--- config.mk ---
export PLATFORM = sky130hd
export DESIGN_NAME = hub_config_power_control
export DESIGN_NICKNAME = d
export VERILOG_FILES = /design/src/hw/hub_config_power_control.v
export VERILOG_INCLUDE_DIRS = /design/src /design/src/hw
export SDC_FILE = /design/constraint.sdc
export NUM_CORES = 1
export LEC_CHECK = 0
export BUFFER_PORTS_ARGS = -buffer_cell sky130_fd_sc_hd__buf_4
export CELL_PAD_IN_SITES_DETAIL_PLACEMENT = 1
export CELL_PAD_IN_SITES_GLOBAL_PLACEMENT = 1
export CORE_AREA = 3 3 237 239
export DETAILED_ROUTE_END_ITERATION = 12
export DIE_AREA = 0 0 240 242
export GPL_TIMING_DRIVEN = 0
export PLACE_DENSITY_LB_ADDON = 0.1
export SLEW_MARGIN = 20
export SYNTH_ARGS = -nofsm -noshare
export SYNTH_HDL_FRONTEND = slang
export SYNTH_SLANG_ARGS = --single-unit
--- constraint.sdc ---
create_clock -name hclk -period 4.85 [get_ports hclk]
set_input_delay 0 -clock hclk [delete_from_list [all_inputs] [get_ports hclk]]
set_output_delay 0 -clock hclk [all_outputs]
set_load 0.02 [all_outputs]
--- src/hw/hub_cfg_defs.vh ---
`ifndef HUB_CFG_DEFS_VH
`define HUB_CFG_DEFS_VH

// Clock rate and time steps.
`define CLK_KHZ 20000
`define OC_STEP_MS 2
`define DETACH_MS 10

// Register word indices; byte address is four times the index.
`define R_VID 4'h0
`define R_PID 4'h1
`define R_DID 4'h2
`define R_CFG1 4'h3
`define R_CFG2 4'h4
`define R_NONREM 4'h5
`define R_PDIS_SELF 4'h6
`define R_PDIS_BUS 4'h7
`define R_MAXP_SELF 4'h8
`define R_MAXP_BUS 4'h9
`define R_HCC_SELF 4'ha
`define R_HCC_BUS 4'hb
`define R_PON_TIME 4'hc
`define R_OC_TIME 4'hd
`define R_CTRL 4'he
`define R_STATUS 4'hf

// Reset values of the configuration image.
`define RST_CFG1 16'h0098
`define RST_CFG1_BUS 8'h1c
`define RST_CFG2 16'h0090
`define RST_MAXP_SELF 16'h0001
`define RST_MAXP_BUS 16'h0064
`define RST_PON_TIME 16'h0032
`define RST_OC_TIME 16'h0004

// Field positions of option byte 1.
`define C1_SELF 7
`define C1_HS_DIS 6
`define C1_MTT 5
`define C1_EOP 4
`define C1_SENSE_HI 3
`define C1_SENSE_LO 2
`define C1_PERPORT 1
`define C1_LED 0
// Field positions of option byte 2.
`define C2_DYN 7
`define C2_COMPOUND 6
// Control register bit.
`define CTRL_DONE 0

// Source-select strap codes; every other code means internal defaults.
`define SRC_SMBUS 3'b001
`define SRC_EEPROM 3'b010

// Current sensing modes.
`define SENSE_GANGED 2'b00
`define SENSE_PORT 2'b01
`define SENSE_NONE 2'b10

`endif

--- src/hw/hub_config_power_control.v ---
// Chosen here: the AHB-Lite interface to the registers and the register addresses.
`timescale 1ns/1ps
`default_nettype none
`include "hub_cfg_defs.vh"

module hub_config_power_control #(
    parameter [15:0] DEF_VID = 16'h1a2b, // Arbitrary value.
    parameter [15:0] DEF_PID = 16'h3c4d, // Arbitrary value.
    parameter [15:0] DEF_DID = 16'h0100, // Arbitrary value.
    parameter integer OC_TICK_CYCLES = `OC_STEP_MS * `CLK_KHZ,
    parameter integer DETACH_CYCLES = `DETACH_MS * `CLK_KHZ
) (
    input wire hclk,
    input wire hresetn,
    input wire hsel,
    input wire [31:0] haddr,
    input wire [1:0] htrans,
    input wire hwrite,
    input wire [2:0] hsize,
    input wire hready,
    input wire [31:0] hwdata,
    output reg [31:0] hrdata,
    output reg hreadyout,
    output reg hresp,
    input wire config_source_select_hi,
    input wire config_source_select_mid,
    input wire config_source_select_lo,
    input wire local_supply_sense,
    input wire indicator_strap,
    input wire per_port_translator_strap,
    input wire common_power_switch_strap,
    input wire [1:0] fixed_device_port_straps,
    input wire [1:0] port_off_straps,
    input wire switch_polarity_strap,
    input wire upstream_supply_sense,
    input wire host_single_translator,
    input wire [3:0] port_power_request,
    input wire [3:0] over_current_in,
    input wire frame_start,
    input wire frame_eof1,
    input wire downstream_traffic,
    output reg [3:0] port_power_switch_outputs,
    output reg upstream_attach,
    output reg pullup_power,
    output reg [15:0] vendor_id,
    output reg [15:0] product_id,
    output reg [15:0] device_id,
    output reg self_powered,
    output reg hs_disabled,
    output reg multi_translator,
    output reg indicator_enable,
    output reg [1:0] sense_mode,
    output reg per_port_power,
    output reg compound_device,
    output reg [3:0] fixed_ports,
    output reg [3:0] disabled_ports,
    output reg [7:0] max_power,
    output reg [7:0] hub_current,
    output reg [7:0] power_on_time,
    output reg [3:0] over_current_report,
    output reg eop_send
);

    localparam [4:0] S_SAMPLE = 5'b00001;
    localparam [4:0] S_LOAD = 5'b00010;
    localparam [4:0] S_APPLY = 5'b00100;
    localparam [4:0] S_RUN = 5'b01000;
    localparam [4:0] S_DETACH = 5'b10000;

    reg [4:0] state_q;
    reg [2:0] src_q;
    reg def_mode_q, polarity_q, sense_last_q, wr_pend_q, rd_pend_q, tick_q, traffic_seen_q;
    reg [15:0] img_q [0:13];
    reg [7:0] c1_q, c2_q, nonrem_q, pds_q, pdb_q, mps_q, mpb_q, hcs_q, hcb_q, oct_q;
    reg [31:0] wait_q, tick_cnt_q;
    reg [3:0] wr_idx_q, rd_idx_q, strap_off, strap_fixed;
    wire addr_ok;
    wire [3:0] port_on, oc_src;
    integer k;

    // Image-wide reset words; the 8-bit option fields take their low byte on purpose.
    localparam [15:0] CFG2_W = `RST_CFG2;
    localparam [15:0] MAXP_SELF_W = `RST_MAXP_SELF;
    localparam [15:0] MAXP_BUS_W = `RST_MAXP_BUS;
    localparam [15:0] PON_TIME_W = `RST_PON_TIME;
    localparam [15:0] OC_TIME_W = `RST_OC_TIME;

    // The port-off decoder fills from port 4 downward and the fixed-port decoder from port 1 upward, so a strap value can never name a gap.
    always @* begin
        case (port_off_straps)
            2'b01: strap_off = 4'b1000;
            2'b10: strap_off = 4'b1100;
            2'b11: strap_off = 4'b1110;
            default: strap_off = 4'b0000;
        endcase
        case (fixed_device_port_straps)
            2'b01: strap_fixed = 4'b0001;
            2'b10: strap_fixed = 4'b0011;
            2'b11: strap_fixed = 4'b0111;
            default: strap_fixed = 4'b0000;
        endcase
    end

    // Reset contents of each image word.
    function [15:0] img_reset;
        input [3:0] idx;
        begin
            case (idx)
                `R_VID: img_reset = DEF_VID;
                `R_PID: img_reset = DEF_PID;
                `R_DID: img_reset = DEF_DID;
                `R_CFG1: img_reset = `RST_CFG1;
                `R_CFG2: img_reset = `RST_CFG2;
                `R_MAXP_SELF: img_reset = `RST_MAXP_SELF;
                `R_MAXP_BUS: img_reset = `RST_MAXP_BUS;
                `R_HCC_SELF: img_reset = `RST_MAXP_SELF;
                `R_HCC_BUS: img_reset = `RST_MAXP_BUS;
                `R_PON_TIME: img_reset = `RST_PON_TIME;
                `R_OC_TIME: img_reset = `RST_OC_TIME;
                default: img_reset = 16'h0000;
            endcase
        end
    endfunction

    // Only whole-word transfers inside the sixteen-word window are mapped.
    assign addr_ok = (haddr[31:6] == 26'h0000000) && (hsize == 3'b010);

    // Bus slave: writes land at the end of their data phase, reads take one wait state
    // so that a read right behind a write sees the written value.
    always @(posedge hclk or negedge hresetn) begin
        if (!hresetn) begin
            wr_pend_q <= 1'b0;
            wr_idx_q <= 4'h0;
            rd_pend_q <= 1'b0;
            rd_idx_q <= 4'h0;
            hreadyout <= 1'b1;
            hresp <= 1'b0;
            hrdata <= 32'h00000000;
        end else begin
            hresp <= 1'b0;
            if (rd_pend_q) begin
                rd_pend_q <= 1'b0;
                hreadyout <= 1'b1;
                hrdata <= 32'h00000000;
                if (rd_idx_q <= `R_OC_TIME) begin
                    hrdata <= {16'h0000, img_q[rd_idx_q]};
                end else if (rd_idx_q == `R_STATUS) begin
                    hrdata <= {16'h0000, 3'b000, state_q, src_q, upstream_supply_sense,
                               local_supply_sense, self_powered, upstream_attach, def_mode_q};
                end
            end
            wr_pend_q <= 1'b0;
            if (hsel && hready && htrans[1] && addr_ok) begin
                if (hwrite) begin
                    wr_pend_q <= 1'b1;
                    wr_idx_q <= haddr[5:2];
                end else begin
                    rd_pend_q <= 1'b1;
                    rd_idx_q <= haddr[5:2];
                    hreadyout <= 1'b0;
                end
            end else if (hsel && hready && htrans[1] && !hwrite) begin
                // Unmapped reads take the same wait state and return the zero word.
                rd_pend_q <= 1'b1;
                rd_idx_q <= `R_CTRL;
                hreadyout <= 1'b0;
            end
        end
    end

    // Image words are open to the external loader only while loading is in progress.
    always @(posedge hclk or negedge hresetn) begin
        if (!hresetn) begin
            for (k = 0; k < 14; k = k + 1) begin
                img_q[k] <= img_reset(k[3:0]);
            end
        end else if (wr_pend_q && state_q == S_LOAD && wr_idx_q <= `R_OC_TIME) begin
            img_q[wr_idx_q] <= hwdata[15:0];
        end
    end

    // Sequencer: straps, load, apply, run, and the dynamic power detach.
    always @(posedge hclk or negedge hresetn) begin
        if (!hresetn) begin
            state_q <= S_SAMPLE;
            src_q <= 3'b000;
            def_mode_q <= 1'b1;
            polarity_q <= 1'b1;
            {c1_q, c2_q, nonrem_q, pds_q, pdb_q} <= 40'h0000000000;
            {mps_q, mpb_q, hcs_q, hcb_q, oct_q, power_on_time} <= 48'h000000000000;
            {vendor_id, product_id, device_id} <= 48'h000000000000;
            self_powered <= 1'b0;
            sense_last_q <= 1'b0;
            wait_q <= 32'h00000000;
        end else begin
            sense_last_q <= local_supply_sense;
            case (state_q)
                S_SAMPLE: begin
                    src_q <= {config_source_select_hi, config_source_select_mid,
                              config_source_select_lo};
                    polarity_q <= switch_polarity_strap;
                    if ({config_source_select_hi, config_source_select_mid,
                         config_source_select_lo} == `SRC_SMBUS ||
                        {config_source_select_hi, config_source_select_mid,
                         config_source_select_lo} == `SRC_EEPROM) begin
                        def_mode_q <= 1'b0;
                        state_q <= S_LOAD;
                    end else begin
                        def_mode_q <= 1'b1;
                        state_q <= S_APPLY;
                    end
                end
                S_LOAD: begin
                    if (wr_pend_q && wr_idx_q == `R_CTRL && hwdata[`CTRL_DONE]) begin
                        state_q <= S_APPLY;
                    end
                end
                S_APPLY: begin
                    if (def_mode_q) begin
                        vendor_id <= DEF_VID;
                        product_id <= DEF_PID;
                        device_id <= DEF_DID;
                        self_powered <= local_supply_sense;
                        c1_q <= {local_supply_sense, 1'b0, per_port_translator_strap, 1'b0, 2'b00,
                                 ~common_power_switch_strap, indicator_strap};
                        c2_q <= {CFG2_W[7], |strap_fixed, 6'h00};
                        nonrem_q <= {4'h0, strap_fixed};
                        pds_q <= {4'h0, strap_off};
                        pdb_q <= {4'h0, strap_off};
                        mps_q <= MAXP_SELF_W[7:0];
                        mpb_q <= MAXP_BUS_W[7:0];
                        hcs_q <= MAXP_SELF_W[7:0];
                        hcb_q <= MAXP_BUS_W[7:0];
                        oct_q <= OC_TIME_W[7:0];
                        power_on_time <= PON_TIME_W[7:0];
                    end else begin
                        vendor_id <= img_q[`R_VID];
                        product_id <= img_q[`R_PID];
                        device_id <= img_q[`R_DID];
                        c1_q <= img_q[`R_CFG1][7:0];
                        c2_q <= img_q[`R_CFG2][7:0];
                        self_powered <= img_q[`R_CFG2][`C2_DYN] ? local_supply_sense
                                                                : img_q[`R_CFG1][`C1_SELF];
                        nonrem_q <= img_q[`R_NONREM][7:0];
                        pds_q <= img_q[`R_PDIS_SELF][7:0];
                        pdb_q <= img_q[`R_PDIS_BUS][7:0];
                        mps_q <= img_q[`R_MAXP_SELF][7:0];
                        mpb_q <= img_q[`R_MAXP_BUS][7:0];
                        hcs_q <= img_q[`R_HCC_SELF][7:0];
                        hcb_q <= img_q[`R_HCC_BUS][7:0];
                        oct_q <= img_q[`R_OC_TIME][7:0];
                        power_on_time <= img_q[`R_PON_TIME][7:0];
                    end
                    state_q <= S_RUN;
                end
                S_RUN: begin
                    if (c2_q[`C2_DYN] && (local_supply_sense != sense_last_q)) begin
                        wait_q <= 32'h00000000;
                        state_q <= S_DETACH;
                    end
                end
                S_DETACH: begin
                    // A further supply change restarts the quiet time.
                    if (local_supply_sense != sense_last_q) begin
                        wait_q <= 32'h00000000;
                    end else if (wait_q >= DETACH_CYCLES - 1) begin
                        self_powered <= local_supply_sense;
                        state_q <= S_RUN;
                    end else begin
                        wait_q <= wait_q + 32'h00000001;
                    end
                end
                default: begin
                    state_q <= S_SAMPLE;
                end
            endcase
        end
    end

    // Free-running 2 ms tick used by the over-current filters.
    always @(posedge hclk or negedge hresetn) begin
        if (!hresetn) begin
            tick_cnt_q <= 32'h00000000;
            tick_q <= 1'b0;
        end else begin
            tick_q <= (tick_cnt_q == OC_TICK_CYCLES - 1);
            if (tick_cnt_q == OC_TICK_CYCLES - 1) begin
                tick_cnt_q <= 32'h00000000;
            end else begin
                tick_cnt_q <= tick_cnt_q + 32'h00000001;
            end
        end
    end

    // Ganged sensing folds every port onto one shared condition; none masks it all.
    assign oc_src = (sense_mode == `SENSE_GANGED) ? {4{|over_current_in}} :
                    (sense_mode == `SENSE_PORT) ? over_current_in : 4'h0;

    // Ganged switching turns every enabled port on together. Built from the applied fields, not from
    // the derived outputs, so no port is powered for a cycle under a stale mask after a mode change.
    assign port_on = (state_q == S_RUN) ? ((c1_q[`C1_PERPORT] ? port_power_request : {4{|port_power_request}})
                     & ~(self_powered ? pds_q[3:0] : pdb_q[3:0])) : 4'h0;

    genvar p;
    generate
        for (p = 0; p < 4; p = p + 1) begin : g_port
            reg [7:0] oc_cnt_q;
            // The report waits a whole number of ticks, so its delay may run short by up to one tick.
            always @(posedge hclk or negedge hresetn) begin
                if (!hresetn) begin
                    oc_cnt_q <= 8'h00;
                    over_current_report[p] <= 1'b0;
                    port_power_switch_outputs[p] <= 1'b0;
                end else begin
                    if (!oc_src[p] || state_q != S_RUN) begin
                        oc_cnt_q <= 8'h00;
                        over_current_report[p] <= 1'b0;
                    end else if (oc_cnt_q >= oct_q) begin
                        over_current_report[p] <= 1'b1;
                    end else if (tick_q) begin
                        oc_cnt_q <= oc_cnt_q + 8'h01;
                    end
                    port_power_switch_outputs[p] <= ~(port_on[p] ^ polarity_q);
                end
            end
        end
    endgenerate

    // Derived option outputs and the upstream connection.
    always @(posedge hclk or negedge hresetn) begin
        if (!hresetn) begin
            {hs_disabled, multi_translator, indicator_enable, per_port_power, compound_device} <= 5'h00;
            sense_mode <= `SENSE_NONE;
            {fixed_ports, disabled_ports, max_power, hub_current} <= 24'h000000;
            {upstream_attach, pullup_power, traffic_seen_q, eop_send} <= 4'h0;
        end else begin
            hs_disabled <= c1_q[`C1_HS_DIS];
            multi_translator <= c1_q[`C1_MTT] & ~host_single_translator;
            indicator_enable <= c1_q[`C1_LED];
            if (def_mode_q) begin
                sense_mode <= self_powered ? `SENSE_GANGED : `SENSE_NONE;
            end else begin
                sense_mode <= c1_q[`C1_SENSE_HI] ? `SENSE_NONE : {1'b0, c1_q[`C1_SENSE_LO]};
            end
            per_port_power <= c1_q[`C1_PERPORT];
            compound_device <= c2_q[`C2_COMPOUND];
            fixed_ports <= nonrem_q[3:0];
            disabled_ports <= self_powered ? pds_q[3:0] : pdb_q[3:0];
            max_power <= self_powered ? mps_q : mpb_q;
            hub_current <= self_powered ? hcs_q : hcb_q;
            upstream_attach <= (state_q == S_RUN);
            // Dropping the pull-up within one cycle keeps well inside the allowed removal time.
            pullup_power <= (state_q == S_RUN) && upstream_supply_sense;
            // Traffic is tracked per frame; an EOP goes out at EOF1 only on a silent full-speed frame.
            // Traffic in the frame-start cycle belongs to the new frame, so the set wins.
            if (downstream_traffic) begin
                traffic_seen_q <= 1'b1;
            end else if (frame_start) begin
                traffic_seen_q <= 1'b0;
            end
            eop_send <= frame_eof1 && c1_q[`C1_EOP] && c1_q[`C1_HS_DIS] && !traffic_seen_q &&
                        !downstream_traffic && (state_q == S_RUN);
        end
    end

endmodule
`default_nettype wire

==> impl_metrics.ini, run 1 <==
[timing]
fin_crit_sh_pct = 73.1
tightest_slew_ps = 1190
slew_viol_final = 0
finalHoldViolations = 0
maxSlewHeadroom_pct = 20.2
rsz0062_at_grt = no
setup_viol = 0
hold_slack_ps = 92.3
min_period_ps = 3540
fmax_mhz = 282
clock_skew_ps = 20.5

[cts]
cts_buffers = 58
htreeDepth = 2
worstSkewPairLatency_ps = 630
clkSlewWorstSetupHoldPaths_ps = 60
post_cts.repair.setup_buffers = 0
cts-root-buf = clkbuf_16
clock_sinks = 520
cts_resized = 0
cts_buffer_depth = 3
cts_tree = yes

[worst_setup_path]
critPathKind = register to register
cpMostUsedCell = buf_1
crit_buf_inv = 4
end_kind = register
r2r_slack_ps = 1310
worst-r2r-cell-count = 7
start_kind = register
timing.rr.end = hrdata[12]$_DFFE_PN0P_
crit_fanout = 10
worstPathArrival_ps = 4100
crit_family = buffers and inverters
cp.required_ps = 5400
r2r_start = rd_idx_q[1]$_DFFE_PN0P_
cp_cell_sequence = buf_2, buf_1, buf_1, nand4_1, nor2_1, clkbuf_1, a221o_1
max_stage_delay_ps = 670
critPathSlowestCell = buf_1

[run_status]
outcome = complete, no violations

[layout]
instances_no_fill = 3036
nNetsFinal = 2427
fillCellCount = 5601
areaGrowthSynthToFinish_pct = 22.3
final_common_cell = dfrtp_1
mostFrequentLayoutCells = dfrtp_1, mux2_2, nand2_1
drive_above_1_share_pct = 30.6

[pwr]
p_leak_nw = 13.4
seqPwrFrac_pct = 40.6
p_int_mw = 8.94
p_comb_share_pct = 23.3
p_switching_mw = 4.05
ir_worst_vdd_v = 0.000241
p_clk_share_pct = 36.1
swShare_pct = 31.2
p_per_area_nw_per_um2 = 448

[die]
die_w_um = 240
design.die.area_um2 = 58100
rows = 85
core_area_um2 = 54000
die_h_um = 242
initial_utilization_pct = 43.9
ioPinCount = 232

[global_routing]
grt.total_usage_pct = 24.7
grt_pass1_wl_um = 110000
grt_max_degree = 99
grt_overflow = 0
grt_pass1_vias = 18200
antenna_found_initial = 1

[synthesis]
synthTopCellsByArea = dfrtp_1, mux2_2, mux4_2
synth_edf_count = 0
synthCells = 1949
yosys.area.top_type = dfrtp_1
synthArstFlopShare_pct = 100
yosysWarnings = 0
yosys.cell_types.count = 60
syn_area_um2 = 23700
avgSynthCellArea_um2 = 12.2
ys.flop_type = dfrtp_1
synth_top_area_share_pct = 50.9
seq_area_frac_synth_pct = 55.1
synth-seq-cells = 520

[detailed_routing]
routed_wl_um = 71100
route.vias.total = 16800
antenna_left = 0
viasPerCell = 5.52
wl_per_cell_um = 23.4
drc = 0
drtIter0Drc = 1044
dr.pass1.iters = 5

[placement]
place_inst = 2862
hpwlAfterDp_um = 51300
gp_congestion = 0.832
numPortBuffers = 195

[worst_hold_path]
worstHoldStart = host_single_translator
worstHoldPathCells = 3
hp-class = input pin to register
holdPathEnd = multi_translator$_DFF_PN0_

[flow_run]
maxCapViolations = 0
## repair_timing
action / CTS / global route
hold buffers: 63 / 0
hold endpoints to repair: 449 / 0
setup endpoints to repair: 0 / 0
## power by group through the flow
stage	clock (mW)	sequential (mW)	combinational [mW]
global placement	0	5.33	2.92
finish	4.68	5.27	3.03
floorplan	0	5.67	1.22
global route	5.00	5.34	3.28
CTS	4.80	5.28	3.06
detailed placement	0	5.35	3.00
## cell usage after synthesis, types with 8 or more instances
library cell,n
nor3_1,11
nand3_1,39
nand2b_1,8
buf_2,18
mux2_2,256
xor2_1,25
and3_1,21
nor2_1,99
dfstp_2,38
xnor2_1,41
clkbuf_1,79
nand4_1,22
ha_1,38
a221o_1,13
buf_4,23
nand2_1,251
and2_1,12
nand3b_1,78
buf_1,8
mux4_2,61
nor2b_1,39
a31oi_1,10
a21oi_1,21
dfrtp_1,482
mux2i_1,26
nor4_1,18
inv_1,30
o21ai_0,96
a211oi_1,11
## cell families (layout without fill, tap and decap cells)
group	after synthesis	count (layout)	synth area share (%)
multiplexers	343	343	19.0
adder cells (fa/ha/maj)	38	38	2.00
AND/OR/NAND/NOR	630	630	13.4
buffers and inverters	160	534	3.05
AO/OA/AOI/OAI	191	191	4.94
flip-flops	520	520	55.1
other	1	18	0.0158
XOR/XNOR	66	66	2.44
## tightest hold or removal path: cells and delay by family
kind | cells | cell delay (ps)
and+or+nand+nor | 1 | 40
buffers and inverters | 2 | 630
## layer usage
| layer | share of wire, % | vias to the layer above | track usage, % |
|---|---|---|---|
| li1 | - | 7547 | - |
| met1 | 44 | 8766 | 33.3 |
| met2 | 49 | 325 | 41.4 |
| met3 | 3.9 | 114 | 3.63 |
| met4 | 2.9 | 2 | 7.46 |
| met5 | 0.021 | - | 0 |
## how the worst max path moves through the flow
stage | from | end | cells past startpoint
final | rd_idx_q[1]$_DFFE_PN0P_ | hrdata[12]$_DFFE_PN0P_ | 7
after CTS | rd_idx_q[1]$_DFFE_PN0P_ | hrdata[12]$_DFFE_PN0P_ | 7
after global routing | rd_idx_q[1]$_DFFE_PN0P_ | hrdata[12]$_DFFE_PN0P_ | 7
after global placement | hresetn | tick_cnt_q[29]$_DFF_PN0_ | 1
after detailed placement | rd_idx_q[1]$_DFFE_PN0P_ | hrdata[10]$_DFFE_PN0P_ | 7
after floorplan | state_q[2]$_DFFE_PN0P_ | img_q[53]$_DFFE_PN0P_ | 8
## final cells by class
class	count	area, µm²	share of cell area, %
Inverter	30	113	0.388
Timing Repair Buffer	265	2290	7.89
Multi-Input combinational cell	1285	10000	34.5
Clock inverter	22	310	1.07
Sequential cell	520	13100	45.0
Buffer	130	612	2.11
Antenna cell	1	2.50	0.00863
Tap cell	696	871	3.00
Clock buffer	87	1750	6.03
## through the flow
stage	area [µm²]	setup TNS [ps]	setup slack (ps)	power [mW]	util, %
6_report	29000	0	1310	13.0	53.7
5_1_grt	29000	0	1110	13.6	53.7
4_1_cts	29000	0	1330	13.1	53.7
3_5_place_dp	26300	0	1340	8.35	48.7
3_3_place_gp	26100	-818780	-1780	8.24	48.3
2_1_floorplan	23800	0	2480	6.90	-
## registers in the layout, indices dropped and copies added (netlist names), 5 cells and up
name / cells
img_q: 224
g_port.oc_cnt_q: 32
tick_cnt_q: 32
wait_q: 32
device_id: 16
hrdata: 16
product_id: 16
vendor_id: 16
hcb_q: 8
hcs_q: 8
hub_current: 8
max_power: 8
mpb_q: 8
mps_q: 8
oct_q: 8
power_on_time: 8
c1_q: 7
state_q: 5
Note: power is estimated with default switching activity, not from simulation.
==> run 2, diff against run 1 <==
ABC_AREA = 1   (was default)
CORE_AREA = 3 3 248 250   (was 3 3 237 239)
DIE_AREA = 0 0 251 253   (was 0 0 240 242)
clock period = 3.25 ns   (was 4.85 ns; I/O delays follow)
==> impl_metrics.ini, run 2 <==
[worst_setup_path]
r2r_slack_ps = 470
timing.rr.end = hrdata[12]$_DFFE_PN0P_
cpMostUsedCell = dlygate4sd3_1
r2r_start = rd_idx_q[1]$_DFFE_PN0P_
crit_fanout = 8
crit_buf_inv = 7
max_stage_delay_ps = 590
critPathSlowestCell = dlygate4sd3_1
start_kind = input pin
cp_cell_sequence = dlygate4sd3_1, buf_4, nor2_1, dlygate4sd3_1, nand2_1, dlygate4sd3_1, nor2_2, nand3_4, inv_1, nand2_1, dlygate4sd3_1, nand2_1, dlygate4sd3_1
cp.required_ps = 3800
worst-r2r-cell-count = 9
end_kind = register
worstPathArrival_ps = 3690
crit_family = buffers and inverters
critPathKind = input pin to register

[layout]
areaGrowthSynthToFinish_pct = 22.0
diodes = 0
mostFrequentLayoutCells = nand2_1, dfrtp_1, o21ai_0
nNetsFinal = 3376
drive_above_1_share_pct = 14.1
fillCellCount = 7032
final_common_cell = nand2_1
largest_reg_flops = 224
regMostFlops = img_q

[synthesis]
synth_edf_count = 0
yosys.area.top_type = dfrtp_1
synthArstFlopShare_pct = 100
avgSynthCellArea_um2 = 8.43
synth_top_area_share_pct = 49.4
yosys.cell_types.count = 49
synthTopCellsByArea = dfrtp_1, nand2_1, o21ai_0
post-synth-top-count-cell = nand2_1
syn_area_um2 = 24400
ys.flop_type = dfrtp_1
yosysWarnings = 0
synth-seq-cells = 520
seq_area_frac_synth_pct = 53.5
synthCells = 2894
synth_common_cells = nand2_1, dfrtp_1, o21ai_0

[cts]
cts_buffer_depth = 3
worstSkewPairLatency_ps = 630
clock_sinks = 520
cts_buffers = 58
htreeDepth = 2
cts-root-buf = clkbuf_16
clkSlewWorstSetupHoldPaths_ps = 60
cts_tree = yes

[pwr]
p_switching_mw = 6.75
p_per_area_nw_per_um2 = 669
p_clk_share_pct = 34.7
swShare_pct = 33.9
p_leak_nw = 14.5
ir_worst_vdd_v = 0.000424
p_comb_share_pct = 24.9
seqPwrFrac_pct = 40.4
p_int_mw = 13.2

[placement]
hpwlAfterDp_um = 68400
numPortBuffers = 195
pre_cts_slack_ps = 565
gp_congestion = 0.918

[timing]
fin_crit_sh_pct = 96.5
setup_tns_ps = 0
maxSlewHeadroom_pct = 34.9
setup_viol = 0
finalHoldViolations = 0
fin_ws_ps = 115
tightest_slew_ps = 976
slew_viol_final = 0
min_period_ps = 3130
fmax_mhz = 319
clock_skew_ps = 15.1

[worst_hold_path]
worstHoldPathCells = 5
holdPathEnd = g_port[1].oc_cnt_q[5]$_DFFE_PN0P_
hp-class = input pin to register
worstHoldStart = over_current_in[1]

[detailed_routing]
drtIter0Drc = 1406
route.vias.total = 22000
wl_per_cell_um = 22.4
dr.pass1.iters = 5
viasPerCell = 5.41
drc = 0
antenna_left = 0
routed_wl_um = 90800

[die]
rows = 89
core_area_um2 = 59200
die_w_um = 251
die_h_um = 253
design.die.area_um2 = 63500
ioPinCount = 232
initial_utilization_pct = 41.2

[global_routing]
antenna_found_initial = 0
grt_max_degree = 97
grt_pass1_wl_um = 140000
grt.total_usage_pct = 28.6
grt_pass1_vias = 23200
grt_overflow = 0

[run_status]
outcome = complete, no violations

[flow_run]
maxCapViolations = 0
[run 2: changes by cell type after synthesis, sizes merged, moves of 39 or more]
cell,delta
nand2,+516
o21ai,+318
mux2,-256
inv,+210
nor2,+146
nand3,+121
nand3b,-72
mux4,-61
a21oi,+45
o211ai,+41
nor2b,-39
[run 2: worst max path at each step]
stage	from	end	slack, ps	depth (start not counted)
6_report	haddr[6]	wr_idx_q[0]$_DFFE_PN0P_	120	13
5_1_grt	haddr[6]	wr_idx_q[0]$_DFFE_PN0P_	-7	13
4_1_cts	haddr[6]	wr_idx_q[0]$_DFFE_PN0P_	150	13
3_5_place_dp	rd_idx_q[1]$_DFFE_PN0P_	hrdata[14]$_DFFE_PN0P_	560	11
3_3_place_gp	hresetn	img_q[25]$_DFFE_PN0P_	-3470	1
2_1_floorplan	oct_q[7]$_DFFE_PN0N_	g_port[1].oc_cnt_q[2]$_DFFE_PN0P_	1500	9
[run 2: routing by layer]
layer | routed length [µm] | track usage (%)
met1 | 40100 | 38.3
met2 | 43600 | 48.3
met3 | 3450 | 2.95
met4 | 3680 | 11.1
met5 | 0 | 0
[run 2: per-stage QoR]
step           std cells  hold WS, ps  total power, mW  util [%]  area (µm²)
6_report            4061         90.9             19.9      50.3       29800
5_1_grt             4061          108             20.9      50.3       29800
4_1_cts             4058         3.33             20.1      50.2       29700
3_5_place_dp        3884        -84.9             13.1      45.7       27100
3_3_place_gp        3878          152             12.9      45.4       26900
2_1_floorplan       2910         -296             10.6         -       24500
[run 2: repair_timing]
item / CTS / global route
setup endpoints to repair: 0 / 1
resized for setup: 0 / 3
setup buffers: 0 / 0
hold buffers: 65 / 3
endpoints found under the hold margin: 300 / 1
[run 2: power groups by stage]
| stage | Sequential (mW) | Clock, mW | Combinational (mW) |
|---|---|---|---|
| global route | 8.15 | 7.32 | 5.46 |
| CTS | 8.07 | 7.03 | 5.00 |
| floorplan | 8.55 | 0 | 2.09 |
| detailed placement | 8.18 | 0 | 4.90 |
| finish | 8.05 | 6.91 | 4.96 |
| global placement | 8.14 | 0 | 4.72 |
[run 2: worst reg2reg max path, delay by kind of cell, from the launching register on]
kind                   cells  cell delay, ps
AOI/OAI and AO/OA          1             280
DFF                        1             350
and+or+nand+nor            4             700
buffers and inverters      4            1370
[run 2: cell families (layout without fill, tap and decap cells)]
group	after synthesis	after routing	synth area share (%)
compound gates	574	574	13.0
mux	1	1	0.0410
other cells	1	17	0.0154
fa+ha+maj	38	38	1.95
simple gates	1307	1307	22.8
buf+inv	410	788	7.16
flops	520	520	53.5
xor+xnor	43	43	1.54
[run 2: cell type report]
class                           instances  area, µm²  share of cell area (%)
Tap cell                              773        967                    3.25
Inverter                              241        905                    3.04
Clock buffer                           86       1710                    5.74
Multi-Input combinational cell       1980       9670                    32.5
Timing Repair Buffer                  269       2330                    7.82
Buffer                                169        843                    2.83
Sequential cell                       520      13100                    43.9
Clock inverter                         23        289                   0.971
==> run 3, diff against run 2 <==
ABC_AREA = default   (was 1)
CORE_AREA = 3 3 237 239   (was 3 3 248 250)
DIE_AREA = 0 0 240 242   (was 0 0 251 253)
==> impl_metrics.ini, run 3 (same netlist as run 1, synthesis figures left out) <==
[detailed_routing]
routed_wl_um = 71200
wl_per_cell_um = 23.4
drc = 0
viasPerCell = 5.50
drtIter0Drc = 954
route.vias.total = 16700
antenna_left = 0
dr.pass1.iters = 5

[placement]
place_inst = 2862
hpwlAfterDp_um = 51300
gp_congestion = 0.832
numPortBuffers = 195

[pwr]
seqPwrFrac_pct = 40.6
p_per_area_nw_per_um2 = 668
p_leak_nw = 13.4
ir_worst_vdd_v = 0.000361
p_clk_share_pct = 36.1
p_int_mw = 13.3
p_switching_mw = 6.06
swShare_pct = 31.2
p_comb_share_pct = 23.3

[timing]
fmax_mhz = 324
slew_viol_final = 0
clock_skew_ps = 20.1
maxSlewHeadroom_pct = 20.3
min_period_ps = 3090
setup_tns_ps = 0
fin_crit_sh_pct = 95.0
finalHoldViolations = 0
tightest_slew_ps = 1190
setup_viol = 0
rsz0062_at_grt = no

[cts]
worstSkewPairLatency_ps = 630
cts_tree = yes
cts_buffers = 58
htreeDepth = 2
clkSlewWorstSetupHoldPaths_ps = 60
post_cts.repair.setup_buffers = 0
clock_sinks = 520
cts_buffer_depth = 3
cts-root-buf = clkbuf_16

[layout]
regMostFlops = img_q
instances_no_fill = 3035
areaGrowthSynthToFinish_pct = 22.3
drive_above_1_share_pct = 30.8
mostFrequentLayoutCells = dfrtp_1, mux2_2, nand2_1
fillCellCount = 5600
multiInputGateArea_um2 = 10000
nNetsFinal = 2426
final_common_cell = dfrtp_1
layout.area.seq_um2 = 13100
largest_reg_flops = 224

[die]
core_area_um2 = 54000
design.die.area_um2 = 58100
die_h_um = 242
die_w_um = 240
initial_utilization_pct = 43.9
rows = 85
ioPinCount = 232

[run_status]
outcome = complete, no violations

[global_routing]
antenna_found_initial = 1
grt_pass1_vias = 18200
grt_overflow = 0
grt.total_usage_pct = 24.7
grt_max_degree = 99
grt_pass1_wl_um = 110000

[worst_setup_path]
critPathKind = input pin to register
r2r_start = state_q[0]$_DFFE_PN1P_
worstPathArrival_ps = 3640
r2r_slack_ps = 180
crit_fanout = 3
start_kind = input pin
worst-r2r-cell-count = 7
timing.rr.end = mpb_q[5]$_DFFE_PN0N_
end_kind = register
cp.required_ps = 3810

[worst_hold_path]
holdPathEnd = multi_translator$_DFF_PN0_
worstHoldPathCells = 3
worstHoldStart = host_single_translator
hp-class = input pin to register

[flow_run]
maxCapViolations = 0
-- run 3: cell types whose count changed in the layout (fill, tap and decap cells not counted), moves of 118 or more --
cell,before,now
inv_1,233,30
o21ai_0,320,96
mux2_2,0,256
nand3_1,157,39
nor2_1,240,97
nand2_1,761,251
-- run 3: stage by stage --
stage               power, mW  worst slack (ps)  util, %  hold slack [ps]  cell area [µm²]
global route             20.3              14.7     53.7              104            29000
floorplan                10.3               879        -             -296            23800
detailed placement       12.5              -260     48.7            -68.0            26300
finish                   19.4               162     53.7             93.4            29000
global placement         12.3             -3380     48.3              156            26100
CTS                      19.6              43.8     53.7             57.1            29000
-- run 3: routing by layer --
metal	track usage (%)	wire, µm	part of all wire [%]
met5	0	15	0.021
met4	7.46	2060	2.9
met3	3.63	2960	4.2
met2	41.4	34800	49
met1	33.3	31300	44
-- run 3: cell type report --
cell class,count,area share [%]
Sequential cell,520,45.0
Multi-Input combinational cell,1285,34.5
Timing Repair Buffer,265,7.89
Clock buffer,87,6.03
Tap cell,696,3.00
Buffer,129,2.10
Clock inverter,22,1.07
Inverter,30,0.388
Antenna cell,1,0.00862
-- run 3: power groups by stage --
stage	Clock (mW)	Sequential [mW]	Combinational [mW]
final	7.00	7.87	4.52
after global routing	7.46	7.97	4.90
after CTS	7.16	7.88	4.57
after detailed placement	0	7.99	4.48
after global placement	0	7.95	4.35
after floorplan	0	8.47	1.82
-- run 3: how the worst max path moves through the flow --
stage,start,endpoint,depth (start not counted),slack [ps]
global placement,hresetn,tick_cnt_q[29]$_DFF_PN0_,1,-3380
finish,haddr[13],rd_idx_q[0]$_DFFE_PN0P_,11,160
detailed placement,rd_idx_q[1]$_DFFE_PN0P_,hrdata[10]$_DFFE_PN0P_,7,-260
global route,g_port[0].oc_cnt_q[0]$_DFFE_PN0P_,g_port[0].oc_cnt_q[7]$_DFFE_PN0P_,8,10
CTS,haddr[13],rd_idx_q[0]$_DFFE_PN0P_,11,40
floorplan,state_q[2]$_DFFE_PN0P_,img_q[53]$_DFFE_PN0P_,8,880
-- run 3: worst max-delay path, stage by stage --
cell	delay, ps
dlygate4sd3_1	530
buf_4	130
nor2_1	70
dlygate4sd3_1	550
nand2_1	60
dlygate4sd3_1	580
nor3_2	300
dlygate4sd3_1	640
nand3_1	110
o21ai_0	100
dlygate4sd3_1	560
-- run 3: timing repair --
action	in CTS	in global routing
endpoints found under the hold margin	449	0
resized for setup	1	4
endpoints found under the setup margin	10	23
gates cloned	0	0
hold buffers	63	0
